$ cat src/shared/srwp_pkg.sv
// Summary of operation
// - register read: select a5h, address ffh, one byte
// - one byte returned, then bus state resets
// - reads never disturb latched write sequence
// - reserved upper and low bits read zero
// - every write needs write enable latch first
// - register bits beyond wel need register_write_enable_latch set
// - write protect high blocks nonvolatile cycles
// - nonzero lock bits refuse potentiometer writes
// - wp low: locked partition refused, register allowed
// - wp high: array and register writes refused
// - nonvolatile cycle needs complete sequence before stop
// - mismatched select: standby nine clocks after start
// - plain stop: standby 200 ns later
// - launching stop: active through write cycle time
// - lock codes: none, c0h, 80h, whole array
// - 02h sets wel, 00h clears, reset clear
// - register_write_enable_latch clears after register write, locked access
// - refused write: data byte not acknowledged
package srwp_pkg;
    localparam logic [6:0] DEV_ADDR    = 7'h52;
    localparam logic [7:0] CSR_ADDR    = 8'hff;
    localparam logic [7:0] CSR_CLEAR   = 8'h00;
    localparam logic [7:0] CSR_WEL_SET = 8'h02;
    localparam logic [7:0] RESV_MASK   = 8'he1;
    localparam int         BL_HI       = 4;
    localparam int         BL_LO       = 3;
    localparam int         REGISTER_WRITE_ENABLE_LATCH_BIT    = 2;
    localparam int         WEL_BIT     = 1;
    localparam logic [2:0] RESV_UPPER  = 3'h0;
    localparam logic       RESV_LOW    = 1'h0;
    localparam logic [1:0] BL_RESET    = 2'h0;
    localparam logic [1:0] LOCK_NONE   = 2'h0;
    localparam logic [1:0] LOCK_QTR    = 2'h1;
    localparam logic [1:0] LOCK_HALF   = 2'h2;
    localparam logic [1:0] LOCK_ALL    = 2'h3;
    localparam logic [7:0] QTR_BASE    = 8'hc0;
    localparam logic [7:0] HALF_BASE   = 8'h80;
    localparam logic [3:0] BYTE_BITS   = 4'h8;
    localparam logic [3:0] MISS_EDGES  = 4'h9;
    localparam int CLK_PERIOD_NS  = 10;
    localparam int STANDBY_NS     = 200;
    localparam int WRITE_CYCLE_MS = 10;
    localparam int STBY_CYCLES    = STANDBY_NS / CLK_PERIOD_NS;
    localparam int WC_CYCLES      = WRITE_CYCLE_MS * 1000000 / CLK_PERIOD_NS;
    localparam int TMR_W          = 20;

    typedef enum logic [3:0] {
        S_IDLE, S_ADDR, S_ADDR_NACK, S_ACK, S_REGADDR,
        S_DATA_RX, S_WAIT_STOP, S_DATA_TX, S_IGNORE
    } srwp_state_e;

    typedef struct packed {
        srwp_state_e      fsm;
        srwp_state_e      ackNext;
        logic [3:0]       bitCnt;
        logic [7:0]       shift;
        logic             regSel;
        logic             pendWr;
        logic [7:0]       pendData;
        logic             write_enable_latch;
        logic             register_write_enable_latch;
        logic [1:0]       bl;
        logic             active;
        logic             nvBusy;
        logic [TMR_W-1:0] tmr;
        logic             sclPrev;
        logic             sdaPrev;
        logic             sdaOeN;
        logic             sdaOut;
        logic             dcpVolOk;
        logic             dcpNvOk;
        logic             arrGrant;
        logic             arrDeny;
        logic [7:0]       status;
    } srwp_state_s;
endpackage : srwp_pkg

$ cat src/design/srwp_sync2.sv
`timescale 1ns/1ps
module srwp_sync2 #(
    parameter int WIDTH = 1
) (
    input  wire logic             clk,
    input  wire logic             reset,
    input  wire logic [WIDTH-1:0] async,
    output logic      [WIDTH-1:0] synced
);
    logic [WIDTH-1:0] meta_q;

    // first stage feeds only the second stage
    always_ff @(posedge clk or posedge reset) begin
        if (reset) begin
            meta_q <= '0;
            synced <= '0;
        end else begin
            meta_q <= async;
            synced <= meta_q;
        end
    end
endmodule : srwp_sync2

$ cat src/design/srwp_top.sv
`timescale 1ns/1ps
module srwp_top #(
    parameter int NV_CYCLES = srwp_pkg::WC_CYCLES
) (
    input  wire logic       sys_clk,
    input  wire logic       reset,
    input  wire logic       scl,
    input  wire logic       sdaIn,
    output logic            sdaOut,
    output logic            sdaOeN,
    input  wire logic       wp,
    input  wire logic       arrWrReq,
    input  wire logic [7:0] arrWrAddr,
    output logic            arrWrGrant,
    output logic            arrWrDeny,
    output logic            dcpVolWrOk,
    output logic            dcpNvWrOk,
    output logic            deviceActive,
    output logic            nvWriteBusy,
    output logic [7:0]      ctrlStatus
);
    srwp_pkg::srwp_state_s q;
    srwp_pkg::srwp_state_s d;
    logic [2:0] pinSync;
    logic       sclS;
    logic       sdaS;
    logic       wpS;
    logic       sclRise;
    logic       sclFall;
    logic       startEv;
    logic       stopEv;
    logic [7:0] statusView;
    logic       arrLocked;
    logic       csrOk;
    localparam int TmrW = srwp_pkg::TMR_W;

    // pins are asynchronous to sys_clk
    srwp_sync2 #(.WIDTH(3)) u_sync (
        .clk    (sys_clk),
        .reset  (reset),
        .async  ({scl, sdaIn, wp}),
        .synced (pinSync)
    );
    assign sclS = pinSync[2];
    assign sdaS = pinSync[1];
    assign wpS  = pinSync[0];

    // bus events from the synchronised levels
    assign sclRise = sclS & ~q.sclPrev;
    assign sclFall = ~sclS & q.sclPrev;
    assign startEv = sclS & q.sclPrev & q.sdaPrev & ~sdaS;
    assign stopEv  = sclS & q.sclPrev & ~q.sdaPrev & sdaS;

    // reserved positions are forced, not stored
    assign statusView = {srwp_pkg::RESV_UPPER, q.bl, q.register_write_enable_latch, q.write_enable_latch,
                         srwp_pkg::RESV_LOW};

    // locked partition decode
    always_comb begin
        unique case (q.bl)
            srwp_pkg::LOCK_NONE: arrLocked = 1'b0;
            srwp_pkg::LOCK_QTR:  arrLocked = arrWrAddr >= srwp_pkg::QTR_BASE;
            srwp_pkg::LOCK_HALF: arrLocked = arrWrAddr >= srwp_pkg::HALF_BASE;
            srwp_pkg::LOCK_ALL:  arrLocked = 1'b1;
        endcase
    end

    // decides whether a register data byte is acknowledged
    function automatic logic csr_accept(
        input logic [7:0] v,
        input logic       write_enable_latch,
        input logic       register_write_enable_latch,
        input logic       wpHi,
        input logic       busy
    );
        logic ok;
        ok = 1'b0;
        if (v == srwp_pkg::CSR_CLEAR) begin
            ok = 1'b1;
        end else if ((v & srwp_pkg::RESV_MASK) != srwp_pkg::CSR_CLEAR ||
                     !v[srwp_pkg::WEL_BIT]) begin
            ok = 1'b0;
        end else if (!write_enable_latch) begin
            ok = (v == srwp_pkg::CSR_WEL_SET);
        end else if (v[srwp_pkg::REGISTER_WRITE_ENABLE_LATCH_BIT]) begin
            ok = !wpHi;
        end else if (register_write_enable_latch) begin
            ok = !wpHi && !busy;
        end else begin
            ok = (v == srwp_pkg::CSR_WEL_SET);
        end
        return ok;
    endfunction : csr_accept

    assign csrOk = csr_accept(q.shift, q.write_enable_latch, q.register_write_enable_latch, wpS, q.nvBusy);

    // next state of the whole block
    always_comb begin
        d = q;
        d.sclPrev  = sclS;
        d.sdaPrev  = sdaS;
        d.arrGrant = 1'b0;
        d.arrDeny  = 1'b0;
        d.status   = statusView;
        d.dcpVolOk = q.write_enable_latch && (q.bl == srwp_pkg::LOCK_NONE);
        d.dcpNvOk  = q.write_enable_latch && (q.bl == srwp_pkg::LOCK_NONE) && !wpS &&
                     !q.nvBusy;
        // one down-counter serves standby delay and write cycle
        if (q.tmr != '0) begin
            d.tmr = q.tmr - TmrW'(1);
            if (q.tmr == TmrW'(1)) begin
                d.active = 1'b0;
                d.nvBusy = 1'b0;
            end
        end
        // array write permission, one answer per request
        if (arrWrReq) begin
            if (arrLocked) begin
                d.arrDeny = 1'b1;
                d.register_write_enable_latch    = 1'b0;
            end else if (q.write_enable_latch && !wpS && !q.nvBusy) begin
                d.arrGrant = 1'b1;
                d.nvBusy   = 1'b1;
                d.active   = 1'b1;
                d.tmr      = TmrW'(NV_CYCLES);
            end else begin
                d.arrDeny = 1'b1;
            end
        end
        if (startEv) begin
            d.active = 1'b1;
            d.fsm    = srwp_pkg::S_ADDR;
            d.bitCnt = '0;
            d.pendWr = 1'b0;
            d.sdaOeN = 1'b1;
            // a running write cycle keeps its timer
            if (!q.nvBusy) begin
                d.tmr = '0;
            end
        end else if (stopEv) begin
            d.fsm    = srwp_pkg::S_IDLE;
            d.sdaOeN = 1'b1;
            d.regSel = 1'b0;
            d.pendWr = 1'b0;
            if (!q.nvBusy) begin
                d.tmr = TmrW'(srwp_pkg::STBY_CYCLES);
                // only an acked byte with nothing after it counts
                if (q.fsm == srwp_pkg::S_WAIT_STOP &&
                    q.pendWr) begin
                    if (q.pendData == srwp_pkg::CSR_CLEAR) begin
                        d.write_enable_latch  = 1'b0;
                        d.register_write_enable_latch = 1'b0;
                    end else if (q.pendData[srwp_pkg::REGISTER_WRITE_ENABLE_LATCH_BIT]) begin
                        d.write_enable_latch  = 1'b1;
                        d.register_write_enable_latch = 1'b1;
                    end else if (q.register_write_enable_latch) begin
                        if (!wpS) begin
                            d.bl     = q.pendData[srwp_pkg::BL_HI:
                                                  srwp_pkg::BL_LO];
                            d.register_write_enable_latch   = 1'b0;
                            d.write_enable_latch    = 1'b1;
                            d.nvBusy = 1'b1;
                            d.tmr    = TmrW'(NV_CYCLES);
                        end
                    end else begin
                        d.write_enable_latch = 1'b1;
                    end
                end
            end
        end else begin
            unique case (q.fsm)
                srwp_pkg::S_IDLE: begin
                    d.sdaOeN = 1'b1;
                end
                srwp_pkg::S_ADDR, srwp_pkg::S_REGADDR, srwp_pkg::S_DATA_RX,
                srwp_pkg::S_ADDR_NACK, srwp_pkg::S_IGNORE: begin
                    if (sclRise) begin
                        d.shift  = {q.shift[6:0], sdaS};
                        d.bitCnt = q.bitCnt + 4'h1;
                        if (q.fsm == srwp_pkg::S_ADDR_NACK &&
                            d.bitCnt == srwp_pkg::MISS_EDGES) begin
                            d.fsm = srwp_pkg::S_IGNORE;
                            if (!q.nvBusy) begin
                                d.active = 1'b0;
                            end
                        end
                    end else if (sclFall &&
                                 q.bitCnt == srwp_pkg::BYTE_BITS) begin
                        if (q.fsm == srwp_pkg::S_ADDR) begin
                            // busy cycle: no ack, master may poll
                            if (q.shift[7:1] != srwp_pkg::DEV_ADDR ||
                                q.nvBusy) begin
                                d.fsm = srwp_pkg::S_ADDR_NACK;
                            end else if (q.shift[0] && !q.regSel) begin
                                d.fsm = srwp_pkg::S_IGNORE;
                            end else begin
                                d.fsm     = srwp_pkg::S_ACK;
                                d.sdaOeN  = 1'b0;
                                d.ackNext = q.shift[0] ? srwp_pkg::S_DATA_TX
                                                       : srwp_pkg::S_REGADDR;
                            end
                        end else if (q.fsm == srwp_pkg::S_REGADDR) begin
                            if (q.shift == srwp_pkg::CSR_ADDR) begin
                                d.fsm     = srwp_pkg::S_ACK;
                                d.sdaOeN  = 1'b0;
                                d.regSel  = 1'b1;
                                d.ackNext = srwp_pkg::S_DATA_RX;
                            end else begin
                                d.fsm = srwp_pkg::S_IGNORE;
                            end
                        end else if (q.fsm == srwp_pkg::S_DATA_RX) begin
                            if (csrOk) begin
                                d.fsm      = srwp_pkg::S_ACK;
                                d.sdaOeN   = 1'b0;
                                d.pendWr   = 1'b1;
                                d.pendData = q.shift;
                                d.ackNext  = srwp_pkg::S_WAIT_STOP;
                            end else begin
                                d.fsm = srwp_pkg::S_IGNORE;
                            end
                        end
                    end
                end
                srwp_pkg::S_ACK: begin
                    if (sclFall) begin
                        d.bitCnt = '0;
                        d.fsm    = q.ackNext;
                        d.sdaOeN = 1'b1;
                        // read leaves latches and pending write alone
                        if (q.ackNext == srwp_pkg::S_DATA_TX) begin
                            d.shift  = statusView;
                            d.sdaOeN = statusView[7];
                        end
                    end
                end
                srwp_pkg::S_WAIT_STOP: begin
                    // a stop also raises scl, so only a finished bit aborts
                    if (sclRise) begin
                        d.bitCnt = q.bitCnt + 4'h1;
                    end else if (sclFall && q.bitCnt != '0) begin
                        d.fsm    = srwp_pkg::S_IGNORE;
                        d.pendWr = 1'b0;
                    end
                end
                srwp_pkg::S_DATA_TX: begin
                    if (sclRise) begin
                        d.bitCnt = q.bitCnt + 4'h1;
                    end else if (sclFall) begin
                        if (q.bitCnt == srwp_pkg::BYTE_BITS) begin
                            d.sdaOeN = 1'b1;
                            d.fsm    = srwp_pkg::S_IGNORE;
                            d.bitCnt = '0;
                        end else begin
                            d.shift  = {q.shift[6:0], 1'b0};
                            d.sdaOeN = q.shift[6];
                        end
                    end
                end
            endcase
        end
    end

    // single register for all state except the pin synchroniser
    always_ff @(posedge sys_clk or posedge reset) begin
        if (reset) begin
            q        <= '0;
            q.sdaOeN <= 1'b1;
            q.bl     <= srwp_pkg::BL_RESET;
        end else begin
            q <= d;
        end
    end

    assign sdaOut       = q.sdaOut;
    assign sdaOeN       = q.sdaOeN;
    assign arrWrGrant   = q.arrGrant;
    assign arrWrDeny    = q.arrDeny;
    assign dcpVolWrOk   = q.dcpVolOk;
    assign dcpNvWrOk    = q.dcpNvOk;
    assign deviceActive = q.active;
    assign nvWriteBusy  = q.nvBusy;
    assign ctrlStatus   = q.status;
endmodule : srwp_top

$ cat config.mk
export PLATFORM = sky130hd
export DESIGN_NAME = srwp_top
export DESIGN_NICKNAME = d
export VERILOG_FILES = /design/src/shared/srwp_pkg.sv /design/src/design/srwp_sync2.sv /design/src/design/srwp_top.sv
export SDC_FILE = /design/constraint.sdc
export NUM_CORES = 1
export LEC_CHECK = 0
export BUFFER_PORTS_ARGS = -buffer_cell sky130_fd_sc_hd__buf_2
export CORE_MARGIN = 2
export CORE_UTILIZATION = 60
export DETAILED_ROUTE_END_ITERATION = 10
export GPL_ROUTABILITY_DRIVEN = 0
export HOLD_SLACK_MARGIN = 0.06
export PLACE_DENSITY = 0.8
export SETUP_SLACK_MARGIN = 0.4
export SLEW_MARGIN = 10
export SYNTH_ARGS = -nofsm -noshare
export SYNTH_HDL_FRONTEND = slang
export SYNTH_HIERARCHICAL = 1
export SYNTH_SLANG_ARGS = --single-unit
$ cat constraint.sdc
create_clock -name sys_clk -period 2.36 [get_ports sys_clk]
set_input_delay 0.354 -clock sys_clk [delete_from_list [all_inputs] [get_ports sys_clk]]
set_output_delay 0.354 -clock sys_clk [all_outputs]
set_load 0.01 [all_outputs]
==> key figures, run 1 <==
Power and ir drop
  – IR drop worst, VDD: 711 uV
  – P per Cell Area: 882 mW/mm2
  – Leak Pwr: 2.42 nW

Timing
  – Final setup vio count: 0
  – Fin crit period: 2150 ps
  – Worst Tran Pin Value: 569 ps
  – Final WS setup: 208 ps
  – Relative slew slack: 62.0%
  – RSZ-0062 raised after global routing: yes
  – Period utilization: 91.2%
  – Clock Skews: 18.0 ps
  – Final TNS setup: 0 ps
  – F_max: 0.465 GHz
  – Final Hold Vio Count: 0
  – Worst hold slack: 103 ps
  – Final Slew Violations: 0

Layout
  – Layout cells sized above 1: 42.7%
  – # nets final: 524
  – ANT cells: 0
  – Commonest non-fill, non-tap cell in the layout: dfrtp_1
  – Synth-to-Final Area Change: 33.4%
  – Most frequent cells in the layout: dfrtp_1, buf_4, nand2_1
  – Fillers: 328
  – Final Cell Area: 0.00541 mm2

Yosys
  – Synth warn: 6
  – Avg Cell Area, Syn: 9.81 um2
  – Fraction of registers with async set/reset: 100%
  – Seq/Total Area, Yosys: 44.5%
  – Yosys reg bits: 72
  – Largest cells by area after synthesis: dfrtp_1, mux2_2, nand2_1
  – Distinct cells, synth: 69
  – Post-Syn Area: 0.00405 mm2
  – Cell count after synthesis: 413
  – Post-synth top area share: 43.8%
  – Primary FF master, synth: dfrtp_1
  – Area leader, netlist: dfrtp_1
  – Post-synth EDFFs: 0

Setup path
  – Setup slack, reg-to-reg: 210 ps
  – Critical Path End Type: flop
  – Worst Path Required: 2590 ps
  – Top delay family on crit path: compound AO/OA/AOI/OAI gates
  – Data arrival, critical path: 2380 ps
  – Critical-path top delay cell: or4_1
  – Startpoint Class: flop
  – Critical path class: flop to flop
  – Worst R2R End: q[71]
  – CP Cell Sequence: buf_4 -> or4_1 -> o311ai_1 -> a31oi_1 -> o211ai_1 -> buf_4 -> a311oi_2 -> a21o_1
  – R2R Path Start: q[69]
  – Crit-path max FO: 7
  – Worst path bufs/invs: 2
  – Reg2reg path depth: 8
  – CP max stage delay: 570 ps
  – Cell mode on critical path: buf_4

Global route
  – Largest net degree at the start of global routing: 31
  – Gr ovfl total: 0
  – First-pass GRT wire length: 16900 um
  – Initial antenna violation count: 0
  – Number of global-route vias before repair: 3581
  – Total GRT Usage: 28.9%

Clocking
  – Worst-path clk slew: 80 ps
  – TritonCTS clock tree: done
  – CTS root buf: clkbuf_8
  – Buffer levels on the longest clock path: 2
  – Clk Latency, worst-skew pair: 360 ps
  – Clock Sinks: 72
  – CTS Buf Count: 9
  – H-tree levels: 3

Detailed routing
  – DRC errors left: 0
  – Via count: 3773
  – Initial DRC count: 370
  – Antenna violation net count after detailed routing: 0
  – Final WL: 11900 um
  – Pre-antenna DRT Iters: 5
  – Vias per Instance: 6.47
  – WL/cell: 20.4 um

Hold path
  – Worst hold path class: input port to flop
  – Hold-critical path depth: 1
  – Worst hold start: scl
  – Worst Hold Path EP: u_sync/meta_q[2]

Floorplan
  – # rows: 29
  – Chip Height: 86.2 um
  – Die Wd: 86.2 um
  – Die ar.: 0.00743 mm2
  – Core area: 0.00646 mm2
  – Starting density of the core: 62.7%
  – I/O pins: 30

Place
  – Place WS: 81.7 ps
  – IO Port Bufs: 18
  – Placed Area: 0.00440 mm2
  – Post-DP HPWL: 6400 um

Run status
  – Status: finished, final reports clean

Job
  – Maximum Capacitance Violations: 0
-- synthesized netlist by cell type (all sizes together) (3+ instances only) --
cell,instances
mux2,18
nand3b,4
dfrtp,71
nand4,8
nor3b,3
or2,3
xor2,10
nor2b,16
a211oi,4
o22ai,4
a31oi,8
nand2b,5
nand2,35
or3,5
mux2i,5
a21o,3
clkbuf,9
xnor2,8
inv,15
a21oi,18
nor2,30
nor3,5
and2,7
and3,5
or4,3
buf,16
nor4,7
o31ai,4
nor4b,6
ha,9
o21ai,20
nand3,13
or3b,3
-- final cells by class --
type                    instances  area [um2]  share of cell area [%]
inverters                      15        62.6                    1.16
flip-flops and latches         72        1810                    33.5
well taps                      77        96.3                    1.78
multi-input cells             305        2500                    46.2
clock inverters                 6        43.8                   0.810
clock buffers                  10         128                    2.36
repair buffers                 98         767                    14.2
-- sequential cells by signal, summed over array words and instances (netlist names) --
signal,count
arrWrDeny,1
dcpVolWrOk,1
deviceActive,1
arrWrGrant,1
ctrlStatus,4
dcpNvWrOk,1
d,4
q,51
sdaOeN,1
u_sync/meta_q,3
u_sync/synced,3
nvWriteBusy,1
-- repair_timing --
item,in CTS,in global routing
buffers inserted,29,25
endpoints found under the hold margin,16,0
gates cloned,0,0
gates resized for setup,42,65
pin swaps,23,31
endpoints found under the setup margin,44,46
hold buffers,1,0
-- where the power goes --
group	switching, W	total, W	internal, W	leakage, nW
clock network	0.000494	0.000879	0.000385	0.0866
logic	0.00113	0.00232	0.00120	1.44
registers	0.000181	0.00157	0.00139	0.895
-- how the worst max path moves through the flow --
stage	start	end	cells past startpoint	slack, ps
floorplan	q[68]	q[53]	8	290
global placement	q[60]	q[55]	7	160
detailed placement	q[60]	q[55]	7	80
CTS	q[20]	q[35]	5	290
global route	q[70]	q[69]	9	150
finish	q[69]	q[71]	8	210
-- metrics by stage --
stage	utilization, %	power, W	cells
after detailed placement	68.1	0.00300	512
after floorplan	-	0.00265	417
final	83.7	0.00477	583
after CTS	76.9	0.00434	558
after global routing	83.7	0.00496	583
after global placement	68.1	0.00295	512
-- kinds of logic after synthesis --
group           count (synthesis)  share of synthesized area (%)
simple gates                  165                           23.6
mux                            23                           6.24
fa+ha+maj                       9                           2.78
flops                          72                           44.5
xor+xnor                       18                           3.89
compound gates                 85                           14.1
other cells                     1                         0.0925
buf+inv                        40                           4.75
-- layer usage --
layer,track usage [%],share of wire (%),vias up
li1,-,-,1651
met1,36.8,39,1829
met2,48.2,49,226
met3,4.95,6.9,67
met4,13.5,4.6,0
met5,0,0,-
(Power assumes the default switching activity.)
==> inputs of run 2 (changes only) <==
--- a/config.mk
+++ b/config.mk
@@ -7,11 +7,11 @@
 export LEC_CHECK = 0
 export BUFFER_PORTS_ARGS = -buffer_cell sky130_fd_sc_hd__buf_2
 export CORE_MARGIN = 2
-export CORE_UTILIZATION = 60
+export CORE_UTILIZATION = 35
 export DETAILED_ROUTE_END_ITERATION = 10
 export GPL_ROUTABILITY_DRIVEN = 0
 export HOLD_SLACK_MARGIN = 0.06
-export PLACE_DENSITY = 0.8
+export PLACE_DENSITY_LB_ADDON = 0.15
 export SETUP_SLACK_MARGIN = 0.4
 export SLEW_MARGIN = 10
 export SYNTH_ARGS = -nofsm -noshare
==> key figures, run 2 (same netlist as run 1, synthesis figures left out) <==
Clocking
  – Clk Latency, worst-skew pair: 340 ps (was 360 ps)
  – Clock Sinks: 72 (unchanged)
  – Worst-path clk slew: 60 ps (was 80 ps)
  – H-tree levels: 3 (unchanged)
  – TritonCTS clock tree: done (unchanged)
  – CTS Buf Count: 9 (unchanged)
  – Buffer levels on the longest clock path: 2 (unchanged)
  – CTS root buf: clkbuf_16 (was clkbuf_8)

Setup path
  – Crit-path max FO: 5 (was 7)
  – Worst R2R End: q[69] (was q[71])
  – Critical Path End Type: flop (unchanged)
  – Startpoint Class: flop (unchanged)
  – Data arrival, critical path: 2290 ps (was 2380 ps)
  – Reg2reg path depth: 9 (was 8)
  – Worst Path Required: 2570 ps (was 2590 ps)
  – Critical path class: flop to flop (unchanged)
  – Setup slack, reg-to-reg: 280 ps (was 210 ps)
  – R2R Path Start: q[70] (was q[69])

Floorplan
  – Die Wd: 112 um (was 86.2 um)
  – Core area: 0.0114 mm2 (was 0.00646 mm2)
  – Chip Height: 112 um (was 86.2 um)
  – # rows: 39 (was 29)
  – Starting density of the core: 35.6% (was 62.7%)
  – I/O pins: 30 (unchanged)
  – Die ar.: 0.0125 mm2 (was 0.00743 mm2)

Global route
  – Number of global-route vias before repair: 3478 (was 3581)
  – First-pass GRT wire length: 17200 um (was 16900 um)
  – Total GRT Usage: 17.2% (was 28.9%)
  – Gr ovfl total: 0 (unchanged)
  – Largest net degree at the start of global routing: 33 (was 31)
  – Initial antenna violation count: 0 (unchanged)

Layout
  – Final non-filler cell total: 645 (was 583)
  – Largest register FFs: 51 (unchanged)
  – # nets final: 521 (was 524)
  – Most frequent cells in the layout: buf_4, dfrtp_1, nand2_1 (was dfrtp_1, buf_4, nand2_1)
  – Fillers: 1086 (was 328)
  – Reg with most FFs: q (unchanged)
  – FF+latch area: 0.00181 mm2 (about the same)
  – ANT cells: 0 (unchanged)
  – Commonest non-fill, non-tap cell in the layout: buf_4 (was dfrtp_1)
  – Synth-to-Final Area Change: 38.7% (was 33.4%)
  – Area of the multi-input gates: 0.00254 mm2 (was 0.00250 mm2)
  – Layout cells sized above 1: 42.2% (was 42.7%)

Power and ir drop
  – Clock share of power: 27.0% (was 18.4%)
  – P_int: 0.00337 W (was 0.00297 W)
  – Net Sw Power: 0.00171 W (was 0.00180 W)
  – Leak Pwr: 2.44 nW (was 2.42 nW)
  – Comb pwr share: 41.4% (was 48.7%)
  – Sw frac: 33.7% (was 37.7%)
  – IR drop worst, VDD: 523 uV (was 711 uV)
  – Sequential share of power: 31.6% (was 32.9%)
  – P per Cell Area: 905 mW/mm2 (was 882 mW/mm2)

Timing
  – Final Hold Vio Count: 0 (unchanged)
  – Clock Skews: 8.84 ps (was 18.0 ps)
  – Worst Tran Pin Value: 559 ps (was 569 ps)
  – Relative slew slack: 62.5% (was 62.0%)
  – Final TNS setup: 0 ps (unchanged)
  – RSZ-0062 raised after global routing: yes (unchanged)
  – Final setup vio count: 0 (unchanged)
  – Final Slew Violations: 0 (unchanged)
  – Fin crit period: 2080 ps (was 2150 ps)
  – F_max: 0.482 GHz (was 0.465 GHz)
  – Period utilization: 88.0% (was 91.2%)

Detailed routing
  – Initial DRC count: 130 (was 370)
  – Antenna violation net count after detailed routing: 0 (unchanged)
  – WL/cell: 16.7 um (was 20.4 um)
  – Pre-antenna DRT Iters: 4 (was 5)
  – Final WL: 10800 um (was 11900 um)
  – DRC errors left: 0 (unchanged)
  – Vias per Instance: 5.38 (was 6.47)
  – Via count: 3471 (was 3773)

Job
  – Maximum Capacitance Violations: 0 (unchanged)

Hold path
  – Worst Hold Path EP: u_sync/meta_q[0] (was u_sync/meta_q[2])
  – Hold-critical path depth: 1 (unchanged)
  – Worst hold path class: input port to flop (unchanged)
  – Worst hold start: wp (was scl)

Place
  – Post-DP HPWL: 7090 um (was 6400 um)
  – IO Port Bufs: 18 (unchanged)
  – Cell count after placement: 586 (was 512)

Run status
  – Status: finished, final reports clean (unchanged)
-- run 2: cell types whose count changed in the layout (fill, tap and decap cells not counted), moves of 3 or more --
cell and change:
dfrtp_2 +3, clkbuf_16 +9, dfrtp_1 -3, clkbuf_8 -8
nand2_1 +3, buf_6 -3
-- run 2: repair_timing --
action	CTS	global route
endpoints found under the setup margin	42	42
pin swaps	14	34
endpoints found under the hold margin	16	0
setup buffers	26	17
resized for setup	32	73
hold buffers	1	0
-- run 2: critical path, stage by stage, from the launching register on --
cell and delay (ps):
dfrtp_2 460, buf_6 150, buf_4 150, nor4b_4 210, buf_4 180, buf_4 110, nand2_1 70, o31a_1 300
a221oi_2 230, nor3_1 90
-- run 2: stage by stage --
step	setup WS [ps]	power, W	hold slack, ps	instance area (um2)	utilization [%]
6_report	284	0.00508	124	5620	49.4
5_1_grt	216	0.00535	111	5620	49.4
4_1_cts	283	0.00474	111	5170	45.5
3_5_place_dp	151	0.00311	303	4550	40.0
3_3_place_gp	152	0.00310	300	4550	40.0
2_1_floorplan	290	0.00265	145	4160	-
-- run 2: worst max path at each step --
stage,slack [ps],cells past startpoint,start,to
6_report,280,9,q[70],q[69]
5_1_grt,220,9,q[70],q[64]
4_1_cts,280,8,q[61],q[58]
3_5_place_dp,150,7,q[71],q[58]
3_3_place_gp,150,7,q[15],q[62]
2_1_floorplan,290,8,q[68],q[53]
-- run 2: final cells by class --
cell class | count | area share [%]
Timing Repair Buffer | 95 | 13.0
Multi-Input combinational cell | 305 | 45.1
Clock inverter | 5 | 1.02
Clock buffer | 10 | 4.25
Inverter | 15 | 1.07
Tap cell | 143 | 3.18
Sequential cell | 72 | 32.3
-- run 2: routing by layer --
layer	GRT usage [%]	vias up	part of all wire (%)
met4	8.07	0	2.7
met1	22.6	1725	45
met5	0	-	0
met2	28.0	75	49
met3	2.83	26	3.3
li1	-	1645	-
-- run 2: power groups by stage --
stage	Sequential, W	Clock, W	Combinational, W
after global placement	0.00160	0	0.00149
after CTS	0.00158	0.00140	0.00175
after floorplan	0.00151	0	0.00114
final	0.00160	0.00137	0.00211
after global routing	0.00163	0.00146	0.00227
after detailed placement	0.00160	0	0.00151
==> inputs of run 3 (changes only) <==
--- a/config.mk
+++ b/config.mk
@@ -5,10 +5,10 @@
 export SDC_FILE = /design/constraint.sdc
 export NUM_CORES = 1
 export LEC_CHECK = 0
-export BUFFER_PORTS_ARGS = -buffer_cell sky130_fd_sc_hd__buf_2
 export CORE_MARGIN = 2
 export CORE_UTILIZATION = 35
 export DETAILED_ROUTE_END_ITERATION = 10
+export DONT_BUFFER_PORTS = 1
 export GPL_ROUTABILITY_DRIVEN = 0
 export HOLD_SLACK_MARGIN = 0.06
 export PLACE_DENSITY_LB_ADDON = 0.15
==> key figures, run 3 (same netlist as run 1, synthesis figures left out) <==
Run status
  – Status: finished, final reports clean (unchanged)

Detailed routing
  – WL/cell: 16.6 um (was 16.7 um)
  – Vias per Instance: 5.26 (was 5.38)
  – DRC errors left: 0 (unchanged)
  – Final WL: 10600 um (was 10800 um)
  – Pre-antenna DRT Iters: 4 (unchanged)
  – Via count: 3354 (was 3471)
  – Antenna violation net count after detailed routing: 0 (unchanged)
  – Initial DRC count: 155 (was 130)

Floorplan
  – Chip Height: 112 um (unchanged)
  – Starting density of the core: 35.6% (unchanged)
  – Core area: 0.0114 mm2 (unchanged)
  – Die ar.: 0.0125 mm2 (unchanged)
  – # rows: 39 (unchanged)
  – Die Wd: 112 um (unchanged)
  – I/O pins: 30 (unchanged)

Power and ir drop
  – Net Sw Power: 0.00172 W (was 0.00171 W)
  – Sequential share of power: 31.3% (was 31.6%)
  – Sw frac: 33.4% (was 33.7%)
  – P per Cell Area: 925 mW/mm2 (was 905 mW/mm2)
  – Leak Pwr: 2.43 nW (was 2.44 nW)
  – Comb pwr share: 41.6% (was 41.4%)
  – Clock share of power: 27.1% (was 27.0%)
  – P_int: 0.00343 W (was 0.00337 W)
  – Tot Pwr: 0.00515 W (was 0.00508 W)
  – IR drop worst, VDD: 539 uV (was 523 uV)

Hold path
  – Worst hold start: arrWrReq (was wp)
  – Hold-critical path depth: 2 (was 1)
  – Worst hold path class: input port to flop (unchanged)
  – Worst Hold Path EP: arrWrDeny (was u_sync/meta_q[0])

Timing
  – Final setup vio count: 0 (unchanged)
  – Final Hold Vio Count: 0 (unchanged)
  – Fin crit period: 2110 ps (was 2080 ps)
  – RSZ-0062 raised after global routing: yes (unchanged)
  – Final Slew Violations: 0 (unchanged)
  – Final TNS setup: 0 ps (unchanged)
  – F_max: 0.474 GHz (was 0.482 GHz)
  – Period utilization: 89.5% (was 88.0%)
  – Worst hold slack: 199 ps (was 124 ps)
  – Clock Skews: 9.78 ps (was 8.84 ps)

Global route
  – Initial antenna violation count: 0 (unchanged)
  – Number of global-route vias before repair: 3349 (was 3478)
  – Gr ovfl total: 0 (unchanged)
  – Largest net degree at the start of global routing: 62 (was 33)
  – First-pass GRT wire length: 17200 um (about the same)
  – Total GRT Usage: 17.4% (was 17.2%)

Clocking
  – Worst-path clk slew: 60 ps (about the same)
  – CTS root buf: clkbuf_16 (unchanged)
  – Clk Latency, worst-skew pair: 350 ps (was 340 ps)
  – H-tree levels: 3 (unchanged)
  – CTS Buf Count: 9 (unchanged)
  – TritonCTS clock tree: done (unchanged)
  – Buffer levels on the longest clock path: 2 (unchanged)
  – Clock Sinks: 72 (unchanged)

Place
  – Post-DP HPWL: 6960 um (was 7090 um)
  – IO Port Bufs: 0 (was 18)
  – Cell count after placement: 571 (was 586)

Layout
  – Reg with most FFs: q (unchanged)
  – Synth-to-Final Area Change: 37.4% (was 38.7%)
  – Largest register FFs: 51 (unchanged)
  – Fillers: 1059 (was 1086)
  – Final core occ: 49.0% (was 49.4%)
  – ANT cells: 0 (unchanged)
  – Layout cells sized above 1: 40.0% (was 42.2%)
  – # nets final: 513 (was 521)
  – Final non-filler cell total: 638 (was 645)
  – Commonest non-fill, non-tap cell in the layout: buf_4 (unchanged)
  – Most frequent cells in the layout: buf_4, dfrtp_1, nand2_1 (unchanged)

Job
  – Maximum Capacitance Violations: 0 (unchanged)

Setup path
  – Setup slack, reg-to-reg: 250 ps (was 280 ps)
  – Worst Path Required: 2630 ps (was 2570 ps)
  – Crit-path max FO: 4 (was 5)
  – Data arrival, critical path: 2380 ps (was 2290 ps)
  – Critical Path End Type: flop (unchanged)
  – R2R Path Start: q[20] (was q[70])
  – Worst R2R End: q[35] (was q[69])
  – Reg2reg path depth: 5 (was 9)
  – Startpoint Class: flop (unchanged)
  – Critical path class: flop to flop (unchanged)
run 3: changes by cell type in the layout (fill, tap and decap cells not counted), moves of 3 or more:
cell           delta
buf_2            -18
buf_4             +6
dlygate4sd3_1     +3
nor3_1            -3
nor3_2            +3
run 3: metal layers:
layer | vias to the layer above | GRT usage, % | share of wire, %
met5 | - | 0 | 0
met4 | 0 | 7.00 | 1.7
met3 | 13 | 4.19 | 3.1
met2 | 57 | 27.6 | 49
met1 | 1653 | 22.9 | 46
li1 | 1631 | - | -
run 3: cell type report:
type	count	area, um2	share of cell area (%)
Multi-Input combinational cell	305	2490	44.8
Sequential cell	72	1810	32.5
Timing Repair Buffer	87	721	12.9
Clock buffer	10	239	4.29
Tap cell	143	179	3.21
Clock inverter	6	65.1	1.17
Inverter	15	60.1	1.08
run 3: metrics by stage:
| stage | worst slack, ps | instance area [um2] |
|---|---|---|
| after floorplan | 290 | 4160 |
| after global placement | 159 | 4470 |
| after detailed placement | 129 | 4470 |
| after CTS | 294 | 5170 |
| after global routing | 208 | 5570 |
| final | 248 | 5570 |
run 3: worst max-delay path by stage:
stage          startpoint  endpoint
3_3_place_gp        q[68]     q[62]
2_1_floorplan       q[68]     q[53]
4_1_cts             q[21]     q[35]
6_report            q[20]     q[35]
5_1_grt             q[20]     q[35]
3_5_place_dp        q[68]     q[62]
run 3: worst max-delay path, cell delays in order, from the launching register on:
cell      delay [ps]
dfrtp_1          420
or4_4            510
or3_4            350
nand3b_4         210
or3b_1           380
a31oi_1          160
run 3: what timing repair did:
item	4_1_cts	5_1_grt
endpoints found under the hold margin	14	0
pin swaps	14	27
setup endpoints to repair	42	43
setup buffers	27	20
hold buffers	4	0
gates resized for setup	45	54
run 3: power by group through the flow:
| stage | clock network, W | registers, W | logic (W) |
|---|---|---|---|
| after floorplan | 0 | 0.00151 | 0.00114 |
| after CTS | 0.00143 | 0.00160 | 0.00186 |
| after global routing | 0.00150 | 0.00164 | 0.00232 |
| final | 0.00140 | 0.00161 | 0.00214 |
| after detailed placement | 0 | 0.00164 | 0.00144 |
| after global placement | 0 | 0.00164 | 0.00142 |
